### src/hw/lmu_pkg.sv
/*
  Constants shared by the regulator and fade control register bank.
  Assumes a decoded single-wire write port (address, data, one-cycle strobe) outside.
*/
// Operation
// - First regulator 4-bit code: 0 off, 1-10 3.3V to 2.4V, 11 2.2V, 12-15 1.8V to 1.5V.
// - Second regulator 3-bit code: 0 off, 1-7 give 1.8V down to 1.2V.
// - Rate field 00/01/10/11 gives 32/24/16/8 ms per fade step.
// - A fade takes as many one-count steps as the code difference, except between codes 0 and 31, where it stops after one step.
// - With fading on, a new current code starts stepping toward the target.
// - Current code writes during a fade are ignored.
// - Clearing fade enable mid-fade applies the target at once.
// - With fading off, a written current code applies at once.
// - Rate writes apply at any time, also to the running fade.
// - Fade register: D0 enable, D2:D1 rate select.
// - Fade time equals step count times the step interval.
// - Registers are write-only; host writes zeros to unused upper bits.
// - One shared 5-bit current code drives every enabled sink; the bank has no sink enable register and ignores ADDR_SINK_EN writes.
package lmu_pkg;
  localparam logic [2:0] ADDR_CURRENT = 3'h0;
  localparam logic [2:0] ADDR_SINK_EN = 3'h1;
  localparam logic [2:0] ADDR_REG1 = 3'h2;
  localparam logic [2:0] ADDR_REG2 = 3'h3;
  localparam logic [2:0] ADDR_FADE = 3'h4;
  localparam int DATA_W = 6;
  localparam int CODE_W = 5;
  localparam int SINKS = 4;
  localparam int FADE_EN_BIT = 0;
  localparam int RATE_LSB = 1;
  localparam int RATE_MSB = 2;
  localparam logic [5:0] RESET_VALUE = 6'h00;
  localparam int CLK_HZ = 50000000;
  localparam int STEP_UNIT_MS = 8;
  localparam int UNIT_CYCLES = (CLK_HZ / 1000) * STEP_UNIT_MS;
  // Regulator output in tens of millivolts, 0 meaning off.
  localparam logic [8:0] REG1_MV10_OFF = 9'h000;
  typedef enum logic [1:0] {
    FADE_IDLE = 2'b00,
    FADE_RUN = 2'b01
  } fade_state_t;
endpackage

### src/hw/step_if.sv
/*
  Carrier between fade engine and step timer.
  Assumes both ends run on the system clock.
*/
`timescale 1ns/1ps
interface step_if;
  logic restart;
  logic [1:0] rate;
  logic tick;
  modport engine (output restart, output rate, input tick);
  modport timer (input restart, input rate, output tick);
endinterface

### src/hw/ldo_and_fade_control_regs.sv
/*
  Write-only control registers for two regulators and the backlight fade engine.
  Assumes writes arrive already decoded from the single-wire interface.
*/
`timescale 1ns/1ps
module ldo_and_fade_control_regs
  import lmu_pkg::*;
#(
  parameter int UNIT = UNIT_CYCLES
) (
  input wire logic i_clk_sys,
  input wire logic i_rst,
  input wire logic i_wr,
  input wire logic [2:0] i_addr,
  input wire logic [5:0] i_data,
  output logic [3:0] o_first_regulator_voltage_code,
  output logic [2:0] o_second_regulator_voltage_code,
  output logic o_first_regulator_on,
  output logic o_second_regulator_on,
  output logic [8:0] o_first_regulator_mv10,
  output logic [8:0] o_second_regulator_mv10,
  output logic [4:0] o_sink_current_code,
  output logic o_fade_busy
);
  logic [3:0] reg1_reg;
  logic [2:0] reg2_reg;
  logic fade_en_reg;
  logic [1:0] rate_reg;
  logic [4:0] target_reg;
  logic [4:0] applied_reg;
  fade_state_t state_reg;
  logic [8:0] mv1;
  logic [8:0] mv2;
  logic start;
  step_if st ();

  // -------------------------------------------------------------
  // Register writes
  // -------------------------------------------------------------
  // write-only, no read path
  always_ff @(posedge i_clk_sys or posedge i_rst) begin
    if (i_rst) begin
      reg1_reg <= 4'h0;
      reg2_reg <= 3'h0;
    end else if (i_wr && i_addr == ADDR_REG1) begin
      reg1_reg <= i_data[3:0];
    end else if (i_wr && i_addr == ADDR_REG2) begin
      reg2_reg <= i_data[2:0];
    end
  end

  always_ff @(posedge i_clk_sys or posedge i_rst) begin
    if (i_rst) begin
      fade_en_reg <= 1'b0;
      rate_reg <= 2'h0;
    end else if (i_wr && i_addr == ADDR_FADE) begin
      fade_en_reg <= i_data[FADE_EN_BIT];
      rate_reg <= i_data[RATE_MSB:RATE_LSB];
    end
  end

  always_ff @(posedge i_clk_sys or posedge i_rst) begin
    if (i_rst) begin
      target_reg <= 5'h00;
    end else if (i_wr && i_addr == ADDR_CURRENT && state_reg == FADE_IDLE) begin
      target_reg <= i_data[CODE_W-1:0];
    end
  end

  // -------------------------------------------------------------
  // Fade engine
  // -------------------------------------------------------------
  assign start = i_wr && i_addr == ADDR_CURRENT && state_reg == FADE_IDLE && fade_en_reg &&
                 i_data[CODE_W-1:0] != applied_reg;
  assign st.restart = start;
  assign st.rate = rate_reg;

  step_timer #(.UNIT(UNIT)) u_timer (
    .i_clk_sys(i_clk_sys),
    .i_rst(i_rst),
    .st(st)
  );

  always_ff @(posedge i_clk_sys or posedge i_rst) begin
    if (i_rst) begin
      state_reg <= FADE_IDLE;
      applied_reg <= 5'h00;
    end else begin
      case (state_reg)
        FADE_IDLE: begin
          if (start) begin
            state_reg <= FADE_RUN;
          end else if (i_wr && i_addr == ADDR_CURRENT) begin
            applied_reg <= i_data[CODE_W-1:0];
          end
        end
        FADE_RUN: begin
          if (!fade_en_reg) begin
            applied_reg <= target_reg;
            state_reg <= FADE_IDLE;
          end else if (st.tick) begin
            if (applied_reg < target_reg) begin
              applied_reg <= applied_reg + 5'h01;
            end else begin
              applied_reg <= applied_reg - 5'h01;
            end
            if (applied_reg + 5'h01 == target_reg || applied_reg - 5'h01 == target_reg) begin
              state_reg <= FADE_IDLE;
            end
          end
        end
        default: begin
          state_reg <= FADE_IDLE;
        end
      endcase
    end
  end

  reg1_decode u_dec (
    .i_code1(reg1_reg),
    .i_code2(reg2_reg),
    .o_mv1(mv1),
    .o_mv2(mv2)
  );

  // -------------------------------------------------------------
  // Registered outputs
  // -------------------------------------------------------------
  // one shared code
  always_ff @(posedge i_clk_sys or posedge i_rst) begin
    if (i_rst) begin
      o_first_regulator_voltage_code <= 4'h0;
      o_second_regulator_voltage_code <= 3'h0;
      o_first_regulator_on <= 1'b0;
      o_second_regulator_on <= 1'b0;
      o_first_regulator_mv10 <= 9'h000;
      o_second_regulator_mv10 <= 9'h000;
      o_sink_current_code <= 5'h00;
      o_fade_busy <= 1'b0;
    end else begin
      o_first_regulator_voltage_code <= reg1_reg;
      o_second_regulator_voltage_code <= reg2_reg;
      o_first_regulator_on <= reg1_reg != 4'h0;
      o_second_regulator_on <= reg2_reg != 3'h0;
      o_first_regulator_mv10 <= mv1;
      o_second_regulator_mv10 <= mv2;
      o_sink_current_code <= applied_reg;
      o_fade_busy <= state_reg == FADE_RUN;
    end
  end
endmodule

### src/hw/reg1_decode.sv
/*
  Voltage code decoder for both regulators, in tens of millivolts.
  Assumes codes come from registers on the same clock.
*/
`timescale 1ns/1ps
module reg1_decode
  import lmu_pkg::*;
(
  input wire logic [3:0] i_code1,
  input wire logic [2:0] i_code2,
  output logic [8:0] o_mv1,
  output logic [8:0] o_mv2
);
  always_comb begin
    if (i_code1 == 4'h0) begin
      o_mv1 = REG1_MV10_OFF;
    end else if (i_code1 <= 4'hA) begin
      o_mv1 = 9'(340 - 10 * int'(i_code1));
    end else if (i_code1 == 4'hB) begin
      o_mv1 = 9'h0DC;
    end else begin
      o_mv1 = 9'(300 - 10 * int'(i_code1));
    end
  end

  always_comb begin
    if (i_code2 == 3'h0) begin
      o_mv2 = REG1_MV10_OFF;
    end else begin
      o_mv2 = 9'(190 - 10 * int'(i_code2));
    end
  end
endmodule

### src/hw/step_timer.sv
/*
  Fade step interval timer: emits one tick per selected interval.
  Assumes a restart pulse at the start of each fade.
*/
`timescale 1ns/1ps
module step_timer
  import lmu_pkg::*;
#(
  parameter int UNIT = UNIT_CYCLES
) (
  input wire logic i_clk_sys,
  input wire logic i_rst,
  step_if.timer st
);
  logic [23:0] count_reg;
  logic [23:0] limit;

  // -------------------------------------------------------------
  // Interval select
  // -------------------------------------------------------------
  // rate to interval
  always_comb begin
    limit = 24'((4 - int'(st.rate)) * UNIT - 1);
  end

  always_ff @(posedge i_clk_sys or posedge i_rst) begin
    if (i_rst) begin
      count_reg <= 24'h000000;
      st.tick <= 1'b0;
    end else if (st.restart) begin
      count_reg <= 24'h000000;
      st.tick <= 1'b0;
    end else if (count_reg >= limit) begin
      count_reg <= 24'h000000;
      st.tick <= 1'b1;
    end else begin
      count_reg <= count_reg + 24'h000001;
      st.tick <= 1'b0;
    end
  end
endmodule

### config.mk
export PLATFORM = sky130hd
export DESIGN_NAME = ldo_and_fade_control_regs
export DESIGN_NICKNAME = d
export VERILOG_FILES = /design/src/hw/lmu_pkg.sv /design/src/hw/step_if.sv /design/src/hw/ldo_and_fade_control_regs.sv /design/src/hw/reg1_decode.sv /design/src/hw/step_timer.sv
export SDC_FILE = /design/constraint.sdc
export NUM_CORES = 1
export LEC_CHECK = 0
export ABC_AREA = 1
export ABC_CLOCK_PERIOD_IN_PS = 2750
export BUFFER_PORTS_ARGS = -buffer_cell sky130_fd_sc_hd__buf_2
export CAP_MARGIN = 20
export CORE_UTILIZATION = 35
export DETAILED_ROUTE_END_ITERATION = 6
export GPL_ROUTABILITY_DRIVEN = 0
export PLACE_DENSITY = 0.59
export SYNTH_ARGS = -nofsm -noshare
export SYNTH_HDL_FRONTEND = slang
export SYNTH_HIERARCHICAL = 1
export SYNTH_SLANG_ARGS = --single-unit
### constraint.sdc
create_clock -name i_clk_sys -period 2.75 [get_ports i_clk_sys]
set_clock_uncertainty 0.2 [all_clocks]
set_input_delay 0.275 -clock i_clk_sys [delete_from_list [all_inputs] [get_ports i_clk_sys]]
set_output_delay 0.275 -clock i_clk_sys [all_outputs]
set_load 0.05 [all_outputs]
==> run summary, run 1 <==
The basic-gate share of the synthesized area counting and, or, nand and nor cells was 0.3269. The worst-path maximum fanout works out to 6. The proportion of synthesized area in mux cells came out at 0. Setup repair after global routing could not meet its margin everywhere. The clock insertion delay at the later pin of the skew report is 340 ps, and the switching power is 0.002369 W. Summing all flip-flop and latch instances after layout gives 1979 um2. The clock net in this run drives a total of 79 sinks. The kind of start point of the critical path is a flop. The die covers 14920 um2. The slowest stage of the critical path belongs to the cell sky130_fd_sc_hd__dfrtp_2. In this design, the stage delay of the slowest critical-path cell is 420 ps. Final hold analysis gives a worst-case slack of 134.5 ps. Using the TritonRoute via totals, the vias-per-cell ratio works out to 4.850. The worst endpoint required time was 2780 ps; the number of remaining DRC errors was 0.

Summed over all cells, the static leakage comes to 3.032 nW. After synthesis, the largest family of logic cells by area is simple AND/OR/NAND/NOR gates. The endpoint with the worst hold slack was fade_en_reg.

The core area is 13990 um2, and the maximum vdd drop is 510.0 uV. The number of nets with antenna violations after detailed routing came out at 0. For this run, the post-layout net count is 808. Setup violations remaining at the end of the flow were counted as 24. The fraction of final layout cells sized beyond drive strength 1 was 0.2130; the maximum number of pins on one net before global-route repair was 26. The post-synthesis compound-gate area fraction was 0.08073; the number of antenna violations at the first check in global routing was 0. The fraction of power spent switching nets works out to 0.4471. STA puts the critical path data arrival time at 3000 ps. The total CTS buffers is 9. The portion of the clock cycle consumed by the worst path in the final layout is 1.081, and the number of global-route vias before repair is 4197. The starting DRC count in detailed routing was 213.

The cell-internal power was 0.002930 W. The number of synthesized register bits works out to 79. The endpoint identified for the worst register-to-register timing path is u_timer/count_reg[2]. The cell depth of the worst min-delay path was 3. The logs give 5052 um2 for the combined area of all synthesized cells and 2 for the maximum number of buffers from clock root to sink. The tree is rooted in a sky130_fd_sc_hd__clkbuf_16.

Standard-cell row count: 43. The tools report the start of the worst register-to-register path as rate_reg[1]. The first global-routing pass estimated 19520 um of wire. The flow ran to the end, but the final reports show violations.

The power density relative to cell area was 852.4 nW/um2. The logs give -4779 ps for the total negative setup slack and -220 ps for the register-to-register setup slack. The total non-filler cell area in the finished layout was 6216 um2. The part of the total power dissipated in sequential elements is 0.304. Yosys printed 6 warnings. In the synthesized netlist the dominant register cell turns out to be sky130_fd_sc_hd__dfrtp_1.

The final reports fail on setup timing. The fraction of registers with async set/reset was 1.000. The H-tree depth was 3. TritonCTS built the clock tree. The post-synthesis sequential area ratio is 0.3913.

Total global-route track usage: 0.1677. The adder-cell share of the synthesized area is 0.1105, and the area growth from synthesis to layout is 23.03%. Counting distinct cell types in the post-synthesis netlist gives 40.

The cell count after synthesis came out at 675. The pin slew with the least headroom to its limit works out to 591.4 ps. The smallest clock period supported by the final layout is computed as 2972 ps. The number of antenna diodes in the final layout is 0. For the logic gate share of total power, the log shows 0.469. The run gives 5 as the total iterations of the first detailed-routing run. The tightest min-delay check is of the in -> reg type.

Counting the fill cells in the layout gives 1391. The post-synthesis share of cell area spent on xor and xnor gates is 0.01387, and the count of flip-flops with a built-in enable after synthesis is 0. The final worst-path setup slack was -221.7 ps; the number of max-capacitance violations reported was 0. The power share of the clock group came out at 0.227. The launch point of the worst hold path was i_data[0]. The category of the worst setup path capture point was a flop.

The run gives 0 as the final number of hold-violating endpoints. After synthesis, the mean cell area works out to 7.485 um2. Measured along the x axis, the die boundary spans 122.1 um. After detailed placement, the total cell area comes to 5612 um2. For this run, the top clock speed supported by timing is 336.5 MHz.

The relative slew slack was 0.6027; the routed length per instance was 12.81 um. Count of vias placed by the detailed router: 4540. In this run the count of I/O pins placed on the die edge is 45. The initial core utilization was 0.3612. The signal on the critical path passes through inv_4, ha_4, xor2_2, ha_4, a21oi_2, nand2_1, xor2_2, a21oi_1, ha_1, nand4_1, nor2_2, nand3_2, nand3_4, clkbuf_16, nor2_1. Summed over all layers, the global routing overflow is 0. The register with the most flip-flops in the layout has 24 of them. The vertical die dimension is 122.1 um, and the HPWL after detailed placement is 8600 um. Total area of multi-input combinational cells: 2888 um2.

Wires add up to 11990 um. The type of the worst setup path was reg -> reg. The clock-pin slew on the worst setup and hold paths is 60 ps.

Input and output buffers added on the ports amount to 43. The worst reg2reg path depth came out at 15. The number of slew-limit violations in the final report came out at 0.
==> routing by layer <==
layer	up-vias	GRT usage	wire, um
met4	0	0.06860	235
met3	18	0.03371	510
met2	98	0.2761	5653
li1	2296	-	-
met5	-	0	0
met1	2128	0.2141	5591
==> critical path: cells and delay by family (launching register included) <==
kind | cells | cell delay [ps]
xor+xnor | 2 | 330
flops | 1 | 420
fa+ha+maj | 3 | 660
compound gates | 2 | 240
simple gates | 6 | 750
buf+inv | 2 | 250
==> power by group through the flow <==
stage          logic [W]  registers, W  clock network [W]
2_1_floorplan    0.00130       0.00213                  0
3_3_place_gp     0.00232       0.00162                  0
3_5_place_dp     0.00236       0.00163                  0
4_1_cts          0.00238       0.00161            0.00123
5_1_grt          0.00276       0.00165            0.00129
6_report         0.00248       0.00161            0.00120
==> cell usage in the layout, fill, tap and decap left out, drive strengths merged, types with 13 or more instances in the layout <==
cell type and instances:
nand2 198, nor2 106, inv 81, dfrtp 79
buf 67, nand3 57, ha 43, a21oi 33
o21ai 27, nand4 14, clkbuf 13
==> Yosys cell counts (2+ instances only) <==
master,instances,area share
sky130_fd_sc_hd__nand2_1,189,0.14
sky130_fd_sc_hd__nor2_1,99,0.074
sky130_fd_sc_hd__dfrtp_1,79,0.39
sky130_fd_sc_hd__inv_1,73,0.054
sky130_fd_sc_hd__nand3_1,53,0.053
sky130_fd_sc_hd__ha_1,43,0.11
sky130_fd_sc_hd__a21oi_1,29,0.029
sky130_fd_sc_hd__o21ai_0,24,0.024
sky130_fd_sc_hd__nand4_1,14,0.017
sky130_fd_sc_hd__xor2_1,7,0.012
sky130_fd_sc_hd__inv_2,6,0.0045
sky130_fd_sc_hd__nand2_2,6,0.0074
sky130_fd_sc_hd__nor2_2,5,0.0062
sky130_fd_sc_hd__buf_4,4,0.0059
sky130_fd_sc_hd__nand3_2,4,0.0079
sky130_fd_sc_hd__o21bai_1,4,0.0059
sky130_fd_sc_hd__a21oi_2,3,0.0052
sky130_fd_sc_hd__buf_6,3,0.0067
sky130_fd_sc_hd__nand2_4,3,0.0067
sky130_fd_sc_hd__and2_1,2,0.0025
sky130_fd_sc_hd__buf_2,2,0.0020
sky130_fd_sc_hd__conb_1,2,0.0015
sky130_fd_sc_hd__nand3b_1,2,0.0030
sky130_fd_sc_hd__nor2_4,2,0.0045
sky130_fd_sc_hd__o21ai_1,2,0.0020
==> area by class of cell <==
class | instances | area share
Multi-Input combinational cell | 508 | 0.4646
Clock buffer | 11 | 0.03905
Sequential cell | 79 | 0.3184
Clock inverter | 4 | 0.008655
Tap cell | 180 | 0.03623
Timing Repair Buffer | 74 | 0.08353
Inverter | 80 | 0.04952
==> worst max-delay path by stage <==
stage                     cells past startpoint               endpoint         from
after floorplan                              17   u_timer/count_reg[4]  rate_reg[0]
after global placement                       19  u_timer/count_reg[22]  rate_reg[0]
after detailed placement                     15  u_timer/count_reg[20]  rate_reg[0]
after CTS                                    19  u_timer/count_reg[20]  rate_reg[0]
after global routing                         19   u_timer/count_reg[2]  rate_reg[0]
final                                        15   u_timer/count_reg[2]  rate_reg[1]
==> timing repair <==
item / CTS / global route
gates cloned: 0 / 3
buffers inserted: 0 / 3
pin swaps: 3 / 23
hold endpoints to repair: 44 / 0
endpoints found under the setup margin: 24 / 24
hold buffers: 5 / 0
resized for setup: 4 / 41
==> logic make-up after synthesis <==
family,count (synthesis)
buf+inv,90
other cells,2
simple gates,383
xor+xnor,8
flops,79
compound gates,69
fa+ha+maj,44
==> through the flow <==
step | utilization | power, W | worst slack (ps) | instances
after CTS | 0.4271 | 0.005222 | -153.9 | 930
final | 0.4444 | 0.005299 | -221.7 | 936
after global routing | 0.4444 | 0.005700 | -352.1 | 936
after floorplan | - | 0.003432 | -35.23 | 677
after global placement | 0.4012 | 0.003945 | -83.61 | 910
after detailed placement | 0.4012 | 0.003988 | -156.6 | 910
Power figures use the tool's default switching activity.
==> run 2: changes to the inputs <==
- BUFFER_PORTS_ARGS: -buffer_cell sky130_fd_sc_hd__buf_2 -> unset
- DONT_BUFFER_PORTS: unset -> 1
- PLACE_DENSITY: 0.59 -> 0.57
==> run summary, run 2 (synthesis gave the netlist of run 1 again) <==
The flow ran to the end, but the final reports show violations. The final reports fail on setup timing. The run gives 2 (unchanged) as the maximum number of buffers from clock root to sink. In this run the critical register-to-register path is launched from rate_reg[0]. For the relative slew slack, the log shows 0.4586 (-0.1440). For the utilization after layout, the log shows 0.4306 (-0.01378). The maximum single-stage delay on the critical path is 390 ps (-30 ps), and the starting DRC count in detailed routing is 264 (+24%).

The data arrival at the endpoint of the critical path was 2960 ps (-40 ps). The worst setup path is launched from a flop. For the number of slew-limit violations in the final report, the log shows 0 (unchanged). The via-per-instance ratio came out at 4.920 (+1.4%).

The slowest stage of the critical path is the sky130_fd_sc_hd__dfrtp_2 cell. Total global-route track usage: 0.1722 (+0.004459). The category of the worst setup path capture point is a flop. For the reported leakage power, the log shows 2.845 nW (-6.2%). The number of global-route vias before repair was 4254 (+1.4%); the sum of internal, switching and leakage power was 0.005129 W (-3.2%).

The run gives 43 (unchanged) as the standard-cell row count. The number of antenna violations at the first check in global routing was 0 (unchanged). The leading cell type in the layout, fill and taps excluded was sky130_fd_sc_hd__nand2_1. The total non-filler cell area in the finished layout was 6023 um2 (-3.1%); the clock insertion delay at the later pin of the skew report was 350 ps (about the same). The worst-path maximum fanout works out to 6 (unchanged). The run gives 0 (unchanged) as the number of max-capacitance violations reported.

The tools report the HPWL after detailed placement as 8765 um (+1.9%). TritonCTS built the clock tree. The final setup violation count came out at 23 (-4.2%). The logs give 341.9 MHz (+1.6%) for the highest clock rate and 392.3 uV (-23%) for the maximum vdd drop. Number of flip-flops under the largest register name: 24 (unchanged). The area enclosed by the die boundary is 14920 um2 (unchanged), and the H-tree depth is 3 (unchanged). The number of buffer and inverter stages on the critical path is 4 (+2). The critical path goes through inv_4, ha_4, xor2_2, ha_2, inv_2, nand2_2, xor2_2, inv_1, nand2_1, nand2_1, ha_4, nand2_1, nor2_2, nand2_1, nor2_2, nand3_2, nand3_4, clkbuf_16, nor2_1.

The horizontal die dimension is 122.1 um (unchanged). The time the worst path needs with I/O delays and setup works out to 2925 ps (-47.05 ps). The root buffer cell chosen for the clock tree is sky130_fd_sc_hd__clkbuf_16. The fraction of final layout cells sized beyond drive strength 1 is 0.1697 (-0.04326). For the count of vias placed by the detailed router, the log shows 4394 (-3.2%).

The tools report the final worst-path setup slack as -174.7 ps (+47.05 ps). Worst setup timing slack at the placement stage: -148.0 ps (+8.598 ps). In this design, the critical path's most frequently occurring cell is sky130_fd_sc_hd__nand2_1. The tools report the launching element of the worst setup path as rate_reg[0]. The routed length per instance works out to 13.46 um (+5.1%).

The critical path is of the reg -> reg type. Total iterations of the first detailed-routing run: 5 (unchanged). In the layout the commonest cells are sky130_fd_sc_hd__nand2_1 (184), sky130_fd_sc_hd__dfrtp_1 (77), sky130_fd_sc_hd__nor2_1 (75).

The number of top-level pins came out at 45 (unchanged). The tools report the total length of routed wires as 12020 um (+0.26%). The vertical die dimension works out to 122.1 um (unchanged). The maximum number of pins on one net before global-route repair is 39 (+50%), and the pin slew with the least headroom to its limit is 810.8 ps (+219.4 ps).

The number of nets with antenna violations after detailed routing is 0 (unchanged), and the number of clock sinks seen by CTS is 79 (unchanged). Setup repair after global routing could not meet its margin everywhere. The worst endpoint required time was 2780 ps (about the same). The area growth from synthesis to layout is 19.22%. For the net total in the final layout, the log shows 764 (-5.4%). The final number of hold-violating endpoints is 0 (unchanged). The launch point of the worst hold path is i_data[1]. The run gives 19980 um (+2.4%) as the wire length of the first global-routing pass. The placed cell area came out at 5416 um2 (-3.5%). The power density relative to cell area works out to 851.5 nW/um2 (-0.11%).

The portion of the clock cycle consumed by the worst path in the final layout is 1.064 (-0.01711), and the count of inserted antenna diode cells is 0 (unchanged). The kind of cell with the highest combined delay along the critical path is simple AND/OR/NAND/NOR gates. The run gives 9 (unchanged) as the total CTS buffers. The class of the tightest hold or removal check was in -> reg. The number of remaining DRC errors was 0 (unchanged); the core area was 13990 um2 (unchanged).

The number of buffers inserted by port buffering is 0 (-100%). The clock-pin slew on the worst setup and hold paths is 60 ps (about the same), and the initial core utilization is 0.3612 (unchanged). The overall overflow remaining after global route is 0 (unchanged).
[run 2: changes by cell type in the layout (fill, tap and decap cells not counted), sizes merged]
| cell | previous run | this run |
|---|---|---|
| buf | 67 | 24 |
[run 2: repair_timing]
action,4_1_cts,5_1_grt
resized for setup,10,41
endpoints found under the hold margin,68,0
buffers inserted,1,1
pin swaps,1,20
setup endpoints to repair,24,24
cloned,1,1
hold buffers,5,0
[run 2: report_power, final]
part | internal, W | total, W | leakage [nW] | switching (W)
clock network | 0.000732 | 0.00121 | 0.139 | 0.000477
logic | 0.000662 | 0.00172 | 1.70 | 0.00106
registers | 0.00140 | 0.00220 | 1.00 | 0.000796
[run 2: through the flow]
stage	hold WS, ps	TNS [ps]	cells
6_report	9.860	-3507	893
5_1_grt	17.89	-7761	893
4_1_cts	1.533	-3144	891
3_5_place_dp	47.80	-3163	868
3_3_place_gp	46.93	-2364	868
2_1_floorplan	102.3	-635.2	677
[run 2: final cells by class]
class                      instances  area [um2]
fill                            1417        7965
timing repair buffer              30       307.8
clock buffer                      12       246.5
inverter                          80       307.8
sequential                        79        1979
multi-input combinational        508        2903
tap                              180       225.2
clock inverter                     4       53.80
[run 2: routing by layer]
layer,global-route usage,up-vias,part of all wire,wire (um)
li1,-,2220,-,-
met1,0.2209,2051,0.46,5553
met2,0.2811,103,0.48,5747
met3,0.03699,20,0.041,496
met4,0.06860,0,0.019,223
met5,0,-,0,0
[run 2: final timing paths]
check,cells past startpoint,endpoint,slack (ps)
max,19,u_timer/count_reg[19],-170
min,2,rate_reg[0],10
max reg2reg,19,u_timer/count_reg[19],-170
min reg2reg,0,o_first_regulator_voltage_code[2],290
max in group asynchronous,3,o_second_regulator_mv10[7],1330
min in group asynchronous,3,u_timer/count_reg[9],270
[run 2: worst reg2reg max path: cells and delay by family, from the launching register on]
kind	cells	cell delay, ps
adder cells (fa/ha/maj)	3	750
flip-flops	1	390
XOR/XNOR	2	300
AND/OR/NAND/NOR	10	840
buffers and inverters	4	320
